[src/shared/rhpc_map.svh]
// register indices, field positions and bus codes of the receive counter bank
// assumes the byte address of a register is four times its index
`ifndef RHPC_MAP_SVH
`define RHPC_MAP_SVH

// register indices (byte address = index * 4)
`define RHPC_IDX_APC0 9'h110
`define RHPC_IDX_APC1 9'h111
`define RHPC_IDX_APC2 9'h112
`define RHPC_IDX_SPC0 9'h114
`define RHPC_IDX_SPC1 9'h115
`define RHPC_IDX_SPC2 9'h116
`define RHPC_IDX_GBC0 9'h118
`define RHPC_IDX_GBC1 9'h119
`define RHPC_IDX_GBC2 9'h11a
`define RHPC_IDX_GBC3 9'h11b
`define RHPC_IDX_ABC0 9'h11c
`define RHPC_IDX_ABC1 9'h11d
`define RHPC_IDX_ABC2 9'h11e
`define RHPC_IDX_ABC3 9'h11f
`define RHPC_IDX_UPD 9'h120
`define RHPC_IDX_UPDS 9'h121

// index field of the bus address
`define RHPC_IDX_HI 10
`define RHPC_IDX_LO 2
// control bit positions
`define RHPC_REQ_BIT 0
`define RHPC_DONE_BIT 0

// reset values and counter increments
`define RHPC_RST_24 24'h000000
`define RHPC_RST_32 32'h00000000
`define RHPC_RST_8 8'h00
`define RHPC_ZERO_24 24'h000000
`define RHPC_ZERO_32 32'h00000000
`define RHPC_ONE_24 24'h000001

// axi responses
`define RHPC_RESP_OKAY 2'h0
`define RHPC_RESP_SLVERR 2'h2

`endif

[src/shared/rhpc_pkg.sv]
// types shared by the receive counter bank
// assumes rhpc_map.svh is compiled alongside
`default_nettype none
package rhpc_pkg;
   typedef logic [7:0] rhpc_byte_t;
   typedef logic [8:0] rhpc_idx_t;
   typedef enum logic {RHPC_REQ_LOW, RHPC_REQ_HIGH} rhpc_req_e;
endpackage : rhpc_pkg
`default_nettype wire

[src/hw/rhpc_top.sv]
// receive packet performance counters behind an axi4-lite slave
// assumes event inputs come from receive logic on CLK_I, one packet end per pulse
`include "rhpc_map.svh"
`default_nettype none

module rhpc_top
   import rhpc_pkg::*;
#(
   parameter int ADDR_W = 12,
   parameter int LEN_W = 16
) (
   // clock and reset
   input wire logic CLK_I,
   input wire logic RST_N_I,
   // packet events from the receive processor
   input wire logic PKT_END_I,
   input wire logic PKT_ABORT_I,
   input wire logic PKT_SIZE_VIOL_I,
   input wire logic [LEN_W-1:0] PKT_BYTES_I,
   // axi4-lite write address
   input wire logic [ADDR_W-1:0] S_AXI_AWADDR_I,
   input wire logic S_AXI_AWVALID_I,
   output logic S_AXI_AWREADY_O,
   // axi4-lite write data
   input wire logic [31:0] S_AXI_WDATA_I,
   input wire logic [3:0] S_AXI_WSTRB_I,
   input wire logic S_AXI_WVALID_I,
   output logic S_AXI_WREADY_O,
   // axi4-lite write response
   output logic [1:0] S_AXI_BRESP_O,
   output logic S_AXI_BVALID_O,
   input wire logic S_AXI_BREADY_I,
   // axi4-lite read address
   input wire logic [ADDR_W-1:0] S_AXI_ARADDR_I,
   input wire logic S_AXI_ARVALID_I,
   output logic S_AXI_ARREADY_O,
   // axi4-lite read data
   output logic [31:0] S_AXI_RDATA_O,
   output logic [1:0] S_AXI_RRESP_O,
   output logic S_AXI_RVALID_O,
   input wire logic S_AXI_RREADY_I
);

   ////////////////////////////////////////////////////////////////////////////
   // helpers

   // one byte lane of a wider counter
   function automatic rhpc_byte_t byte_of(input logic [31:0] val, input int unsigned n);
      byte_of = val[n*8 +: 8];
   endfunction

   // register index from a bus byte address
   function automatic rhpc_idx_t idx_of(input logic [ADDR_W-1:0] addr);
      idx_of = addr[`RHPC_IDX_HI:`RHPC_IDX_LO];
   endfunction

   ////////////////////////////////////////////////////////////////////////////
   // state

   logic [23:0] apc_live, next_apc_live;
   logic [23:0] spc_live, next_spc_live;
   logic [31:0] gbc_live, next_gbc_live;
   logic [31:0] abc_live, next_abc_live;
   logic [23:0] apc_shot, next_apc_shot;
   logic [23:0] spc_shot, next_spc_shot;
   logic [31:0] gbc_shot, next_gbc_shot;
   logic [31:0] abc_shot, next_abc_shot;
   rhpc_req_e req, next_req;
   logic done, next_done;

   logic aw_held, next_aw_held;
   logic [ADDR_W-1:0] aw_addr, next_aw_addr;
   logic w_held, next_w_held;
   logic [31:0] w_data, next_w_data;
   logic [3:0] w_strb, next_w_strb;
   logic awready, next_awready;
   logic wready, next_wready;
   logic bvalid, next_bvalid;
   logic [1:0] bresp, next_bresp;
   logic arready, next_arready;
   logic rvalid, next_rvalid;
   logic [31:0] rdata, next_rdata;
   logic [1:0] rresp, next_rresp;

   logic wr_fire;
   logic snap;
   logic [31:0] pkt_len;

   ////////////////////////////////////////////////////////////////////////////
   // write channel

   // address and data may arrive in either order; each is parked until both are in
   assign wr_fire = aw_held && w_held && !bvalid;
   // a write that raises the request bit while it is low is the snapshot moment
   assign snap = wr_fire && (idx_of(aw_addr) == `RHPC_IDX_UPD) && w_strb[0] &&
                 w_data[`RHPC_REQ_BIT] && (req == RHPC_REQ_LOW);

   // next write-channel state
   always_comb begin
      next_aw_held = aw_held;
      next_aw_addr = aw_addr;
      next_w_held = w_held;
      next_w_data = w_data;
      next_w_strb = w_strb;
      next_bvalid = bvalid;
      next_bresp = bresp;
      next_req = req;
      if (S_AXI_AWVALID_I && awready) begin
         next_aw_held = 1'b1;
         next_aw_addr = S_AXI_AWADDR_I;
      end
      if (S_AXI_WVALID_I && wready) begin
         next_w_held = 1'b1;
         next_w_data = S_AXI_WDATA_I;
         next_w_strb = S_AXI_WSTRB_I;
      end
      if (wr_fire) begin
         next_aw_held = 1'b0;
         next_w_held = 1'b0;
         next_bvalid = 1'b1;
         unique case (idx_of(aw_addr))
            `RHPC_IDX_UPD: begin
               next_bresp = `RHPC_RESP_OKAY;
               if (w_strb[0]) begin
                  next_req = w_data[`RHPC_REQ_BIT] ? RHPC_REQ_HIGH : RHPC_REQ_LOW;
               end
            end
            // counters and status ignore writes but answer okay
            `RHPC_IDX_APC0, `RHPC_IDX_APC1, `RHPC_IDX_APC2,
            `RHPC_IDX_SPC0, `RHPC_IDX_SPC1, `RHPC_IDX_SPC2,
            `RHPC_IDX_GBC0, `RHPC_IDX_GBC1, `RHPC_IDX_GBC2, `RHPC_IDX_GBC3,
            `RHPC_IDX_ABC0, `RHPC_IDX_ABC1, `RHPC_IDX_ABC2, `RHPC_IDX_ABC3,
            `RHPC_IDX_UPDS: next_bresp = `RHPC_RESP_OKAY;
            default: next_bresp = `RHPC_RESP_SLVERR;
         endcase
      end else if (bvalid && S_AXI_BREADY_I) begin
         next_bvalid = 1'b0;
      end
      // each ready only while its own channel has nothing parked and no response waits, so outputs stay registered
      next_awready = !next_aw_held && !next_bvalid;
      next_wready = !next_w_held && !next_bvalid;
   end

   // register write-channel state
   always_ff @(posedge CLK_I or negedge RST_N_I) begin
      if (!RST_N_I) begin
         aw_held <= 1'b0;
         aw_addr <= '0;
         w_held <= 1'b0;
         w_data <= `RHPC_RST_32;
         w_strb <= 4'h0;
         bvalid <= 1'b0;
         bresp <= `RHPC_RESP_OKAY;
         awready <= 1'b0;
         wready <= 1'b0;
         req <= RHPC_REQ_LOW;
      end else begin
         aw_held <= next_aw_held;
         aw_addr <= next_aw_addr;
         w_held <= next_w_held;
         w_data <= next_w_data;
         w_strb <= next_w_strb;
         bvalid <= next_bvalid;
         bresp <= next_bresp;
         awready <= next_awready;
         wready <= next_wready;
         req <= next_req;
      end
   end

   ////////////////////////////////////////////////////////////////////////////
   // counters and snapshot

   assign pkt_len = {{(32-LEN_W){1'b0}}, PKT_BYTES_I};

   // next counters; an event in the snapshot cycle starts the new interval
   always_comb begin
      logic [23:0] apc_inc;
      logic [23:0] spc_inc;
      logic [31:0] gbc_inc;
      logic [31:0] abc_inc;
      apc_inc = `RHPC_ZERO_24;
      spc_inc = `RHPC_ZERO_24;
      gbc_inc = `RHPC_ZERO_32;
      abc_inc = `RHPC_ZERO_32;
      if (PKT_END_I) begin
         if (PKT_ABORT_I) begin
            apc_inc = `RHPC_ONE_24;
         end
         if (PKT_SIZE_VIOL_I) begin
            spc_inc = `RHPC_ONE_24;
         end
         // any abort or size fault sends the length to the aborted bytes, once
         if (PKT_ABORT_I || PKT_SIZE_VIOL_I) begin
            abc_inc = pkt_len;
         end else begin
            // dropped-but-stored bytes are counted here by design
            gbc_inc = pkt_len;
         end
      end
      next_apc_shot = apc_shot;
      next_spc_shot = spc_shot;
      next_gbc_shot = gbc_shot;
      next_abc_shot = abc_shot;
      if (snap) begin
         next_apc_shot = apc_live;
         next_spc_shot = spc_live;
         next_gbc_shot = gbc_live;
         next_abc_shot = abc_live;
         next_apc_live = apc_inc;
         next_spc_live = spc_inc;
         next_gbc_live = gbc_inc;
         next_abc_live = abc_inc;
      end else begin
         // counters wrap silently; software samples often enough
         next_apc_live = apc_live + apc_inc;
         next_spc_live = spc_live + spc_inc;
         next_gbc_live = gbc_live + gbc_inc;
         next_abc_live = abc_live + abc_inc;
      end
      // done rises with the snapshot and falls once request is written low
      if (snap) begin
         next_done = 1'b1;
      end else if (next_req == RHPC_REQ_LOW) begin
         next_done = 1'b0;
      end else begin
         next_done = done;
      end
   end

   // register counters
   always_ff @(posedge CLK_I or negedge RST_N_I) begin
      if (!RST_N_I) begin
         apc_live <= `RHPC_RST_24;
         spc_live <= `RHPC_RST_24;
         gbc_live <= `RHPC_RST_32;
         abc_live <= `RHPC_RST_32;
         apc_shot <= `RHPC_RST_24;
         spc_shot <= `RHPC_RST_24;
         gbc_shot <= `RHPC_RST_32;
         abc_shot <= `RHPC_RST_32;
         done <= 1'b0;
      end else begin
         apc_live <= next_apc_live;
         spc_live <= next_spc_live;
         gbc_live <= next_gbc_live;
         abc_live <= next_abc_live;
         apc_shot <= next_apc_shot;
         spc_shot <= next_spc_shot;
         gbc_shot <= next_gbc_shot;
         abc_shot <= next_abc_shot;
         done <= next_done;
      end
   end

   ////////////////////////////////////////////////////////////////////////////
   // read channel

   // next read-channel state; one read in flight, answered the cycle after
   always_comb begin
      rhpc_byte_t b;
      logic hit;
      b = `RHPC_RST_8;
      hit = 1'b1;
      next_rvalid = rvalid;
      next_rdata = rdata;
      next_rresp = rresp;
      unique case (idx_of(S_AXI_ARADDR_I))
         `RHPC_IDX_APC0: b = byte_of({8'h00, apc_shot}, 0);
         `RHPC_IDX_APC1: b = byte_of({8'h00, apc_shot}, 1);
         `RHPC_IDX_APC2: b = byte_of({8'h00, apc_shot}, 2);
         `RHPC_IDX_SPC0: b = byte_of({8'h00, spc_shot}, 0);
         `RHPC_IDX_SPC1: b = byte_of({8'h00, spc_shot}, 1);
         `RHPC_IDX_SPC2: b = byte_of({8'h00, spc_shot}, 2);
         `RHPC_IDX_GBC0: b = byte_of(gbc_shot, 0);
         `RHPC_IDX_GBC1: b = byte_of(gbc_shot, 1);
         `RHPC_IDX_GBC2: b = byte_of(gbc_shot, 2);
         `RHPC_IDX_GBC3: b = byte_of(gbc_shot, 3);
         `RHPC_IDX_ABC0: b = byte_of(abc_shot, 0);
         `RHPC_IDX_ABC1: b = byte_of(abc_shot, 1);
         `RHPC_IDX_ABC2: b = byte_of(abc_shot, 2);
         `RHPC_IDX_ABC3: b = byte_of(abc_shot, 3);
         `RHPC_IDX_UPD: b = {7'h00, (req == RHPC_REQ_HIGH)};
         `RHPC_IDX_UPDS: b = {7'h00, done};
         default: hit = 1'b0;
      endcase
      if (S_AXI_ARVALID_I && arready) begin
         next_rvalid = 1'b1;
         next_rdata = {24'h000000, b};
         next_rresp = hit ? `RHPC_RESP_OKAY : `RHPC_RESP_SLVERR;
      end else if (rvalid && S_AXI_RREADY_I) begin
         next_rvalid = 1'b0;
      end
      next_arready = !next_rvalid;
   end

   // register read-channel state
   always_ff @(posedge CLK_I or negedge RST_N_I) begin
      if (!RST_N_I) begin
         rvalid <= 1'b0;
         rdata <= `RHPC_RST_32;
         rresp <= `RHPC_RESP_OKAY;
         arready <= 1'b0;
      end else begin
         rvalid <= next_rvalid;
         rdata <= next_rdata;
         rresp <= next_rresp;
         arready <= next_arready;
      end
   end

   ////////////////////////////////////////////////////////////////////////////
   // outputs, all from flip-flops

   assign S_AXI_AWREADY_O = awready;
   assign S_AXI_WREADY_O = wready;
   assign S_AXI_BVALID_O = bvalid;
   assign S_AXI_BRESP_O = bresp;
   assign S_AXI_ARREADY_O = arready;
   assign S_AXI_RVALID_O = rvalid;
   assign S_AXI_RDATA_O = rdata;
   assign S_AXI_RRESP_O = rresp;

endmodule // rhpc_top
`default_nettype wire

[config.mk]
export PLATFORM = sky130hd
export DESIGN_NAME = rhpc_top
export DESIGN_NICKNAME = d
export VERILOG_FILES = /design/src/shared/rhpc_pkg.sv /design/src/hw/rhpc_top.sv
export VERILOG_INCLUDE_DIRS = /design/src /design/src/shared
export SDC_FILE = /design/constraint.sdc
export NUM_CORES = 1
export LEC_CHECK = 0
export BUFFER_PORTS_ARGS = -buffer_cell sky130_fd_sc_hd__buf_2
export CORE_UTILIZATION = 54
export CTS_CLUSTER_SIZE = 14
export DETAILED_ROUTE_END_ITERATION = 8
export HOLD_SLACK_MARGIN = 0.15
export PLACE_DENSITY_LB_ADDON = 0.12
export SYNTH_ARGS = -nofsm -noshare
export SYNTH_HDL_FRONTEND = slang
export SYNTH_SLANG_ARGS = --single-unit
export TNS_END_PERCENT = 50
[constraint.sdc]
create_clock -name CLK_I -period 4 [get_ports CLK_I]
set_input_delay 0.6 -clock CLK_I [delete_from_list [all_inputs] [get_ports CLK_I]]
set_output_delay 0.6 -clock CLK_I [all_outputs]
set_load 0.02 [all_outputs]
==> results_dict.tcl <==
set metrics [dict create \
    crit-reg2reg-launch "abc_live[0]$_DFF_PN0_" \
    drive_above_1_share_pct 12.5 \
    cpMostUsedCell "nor2_1" \
    grt_pass1_vias 10100 \
    gr-usage-met3_pct 4.53 \
    die_y_um 159 \
    clock-root-buffer "clkbuf_16" \
    port_buffers 60 \
    num_vias 10400 \
    clock-sinks 254 \
    cts_tree "built" \
    drt_iter0_markers 618 \
    antenna_found_initial 1 \
    grt_util_met1_pct 35.2 \
    cts_resized 0 \
    min_period_over_period_pct 75.3 \
    synth_flop_cell "dfrtp_1" \
    syn_area_um2 13400 \
    ir_drop_v 0.000386 \
    grtUsageMet2_pct 41.5 \
    synthArstFlopShare_pct 100 \
    cp-end-kind "flop" \
    min_path_cells 2 \
    worstMarginPinSlew_ns 0.944 \
    wl_per_cell_um 16.8 \
    worstSetupPathType "in -> reg" \
    cp.required_ns 4.41 \
    crit_slowest_cell "nor4_4" \
    netlist_instances 1488 \
    drv_cap 0 \
    setup_tns_ns 0 \
    hold_path_end "S_AXI_AWREADY_O$_DFF_PN0_" \
    drt-total-wl_um 31500 \
    avgSynthCellArea_um2 9.00 \
    finalHoldViolCount 0 \
    cts_setup_buffers 0 \
    hpwl_um 22200 \
    design_area_um2 14900 \
    slew_viol_final 0 \
    reg2reg_depth 10 \
    grt_pass1_wl_um 52400 \
    hold_path.class "in -> reg" \
    htreeDepth 1 \
    grt_use_total_pct 25.5 \
    area_growth_pct 11.2 \
    ys_types 70 \
    regToRegSetupSlack_ns 1.24 \
    drt_pass1_iterations 5 \
    fill_cells 2171 \
    ys_seq_area_share_pct 47.5 \
    clockBufferDepth 3 \
    die_w_um 159 \
    mostFrequentLayoutCells "nand2_1, dfrtp_1, nor2_1, a21oi_1, buf_2" \
    final.min_clock_period_ns 3.01 \
    cp_slowest_stage_delay_ns 0.57 \
    relSlewSlack_pct 36.9 \
    routabilityCongestion 0.907 \
    status "finished clean" \
    cp-start-kind "primary input" \
    path_max_fanout 16 \
    setup_violations 0 \
    fmax_mhz 332 \
    arrival_ns 3.42 \
    core_um2 24300 \
    multi_input_area_um2 6550 \
    row_count 57 \
    grt_setup_unrepaired "false" \
    grt_overflow_total 0 \
    ioPinCount 127 \
    grt_busiest_layer "met2" \
    synth.top_cell.area_share_pct 47.5 \
    synth-edff-count 0 \
    p_leak_uw 0.00735 \
    ys_seq_elements 254 \
    ant_nets 0 \
    path_cells "buf_2 > or2_2 > nor2_1 > ha_1 > and3_1 > a221oi_1 > o21ai_0 > nor4_4 > nor3b_1 > xnor2_1 > nor2_1" \
    initial_core_util_pct 55.1 \
    place_area_um2 13900 \
    clk_pin_slew_ns 0.06 \
    final_nets 1653 \
    clkLatencyLatePin_ns 0.55 \
    synth.area.top_cells "dfrtp_1, nand2_1, mux2_2" \
    drcViolationCount 0 \
    die_area_um2 25400 \
    yosys_warnings 0 \
    seq_area_um2 6360 \
    hp-start "S_AXI_AWVALID_I" \
    layout_commonest_cell "nand2_1" \
    avgViaCountPerCell 5.54 \
    yosysTopAreaCell "dfrtp_1" \
    r2r_end "abc_live[20]$_DFF_PN0_" \
    p_per_area_nw_per_um2 514 \
    cts_buffers 28 \
    fin_skew_ns 0.0154 \
    grt_max_degree 91 \
]
-- per-layer routing --
| layer | share of wire (%) | wire length [µm] | vias to the layer above |
|---|---|---|---|
| met4 | 2.7 | 851 | 0 |
| met3 | 5.6 | 1770 | 52 |
| met2 | 46 | 14600 | 253 |
| met1 | 45 | 14300 | 5028 |
| met5 | 0 | 0 | - |
| li1 | - | - | 5046 |
-- metrics by stage --
| stage | hold WS [ns] | cells | utilization (%) | total power [µW] | worst slack [ns] |
|---|---|---|---|---|---|
| 2_1_floorplan | 0.304 | 1513 | - | 4550 | 0.831 |
| 3_3_place_gp | 0.445 | 1822 | 57.2 | 4930 | 0.550 |
| 3_5_place_dp | 0.447 | 1822 | 57.2 | 4980 | 0.525 |
| 4_1_cts | 0.242 | 1874 | 61.2 | 7690 | 1.00 |
| 5_1_grt | 0.250 | 1874 | 61.2 | 8050 | 0.795 |
| 6_report | 0.254 | 1875 | 61.2 | 7650 | 0.988 |
-- where the power goes --
part           internal, µW  total, µW  switching [µW]
clock                  1640       2700            1060
sequential             2950       3270             328
combinational           774       1680             902
total                  5360       7650            2290
-- repair_timing --
| item | 4_1_cts | 5_1_grt |
|---|---|---|
| hold buffers | 1 | 0 |
| hold endpoints to repair | 87 | 0 |
| endpoints found under the setup margin | 0 | 0 |
-- worst max-delay path, delay by kind of cell --
kind,cells,cell delay [ns]
AND/OR/NAND/NOR,6,1.64
AO/OA/AOI/OAI,2,0.57
adder cells (fa/ha/maj),1,0.31
XOR/XNOR,1,0.18
buffers and inverters,1,0.11
-- synthesized netlist by cell type, drive strengths merged (16+ instances only) --
cell	count
a21oi	60
and3	22
buf	65
clkbuf	30
dfrtp	254
ha	36
inv	19
mux2	45
mux2i	29
nand2	419
nand3	42
nor2	132
nor3	16
o21ai	54
xnor2	54
xor2	33
-- cell families (layout without fill, tap and decap cells) --
kind of cell / count (synthesis) / count (layout) / share of synthesized area, %
mux: 75 / 75 / 6.12
flops: 254 / 254 / 47.5
buf+inv: 115 / 152 / 4.39
simple gates: 716 / 716 / 23.1
other cells: 1 / 27 / 0.0280
xor+xnor: 87 / 87 / 5.69
fa+ha+maj: 38 / 38 / 3.66
compound gates: 202 / 202 / 9.49
-- how the worst max path moves through the flow --
stage / from / to
global route: PKT_ABORT_I / gbc_live[28]$_DFF_PN0_
CTS: PKT_ABORT_I / gbc_live[28]$_DFF_PN0_
finish: PKT_ABORT_I / gbc_live[28]$_DFF_PN0_
floorplan: PKT_ABORT_I / abc_live[22]$_DFF_PN0_
detailed placement: PKT_ABORT_I / gbc_live[24]$_DFF_PN0_
global placement: PKT_ABORT_I / gbc_live[28]$_DFF_PN0_
-- state kept, by name, indices dropped and copies added, names as in the netlist, 24 cells and up --
register and flops:
abc_live 32, abc_shot 32, gbc_live 32, gbc_shot 32, apc_live 24, apc_shot 24
spc_live 24, spc_shot 24
-- final cells by class --
class	instances	area share (%)
diodes	1	0.0168
clock buffers	40	5.62
clock inverters	11	0.899
inverters	19	0.479
multi-input cells	1144	44.0
flip-flops and latches	254	42.7
well taps	324	2.72
repair buffers	82	3.55
(Power assumes the default switching activity.)
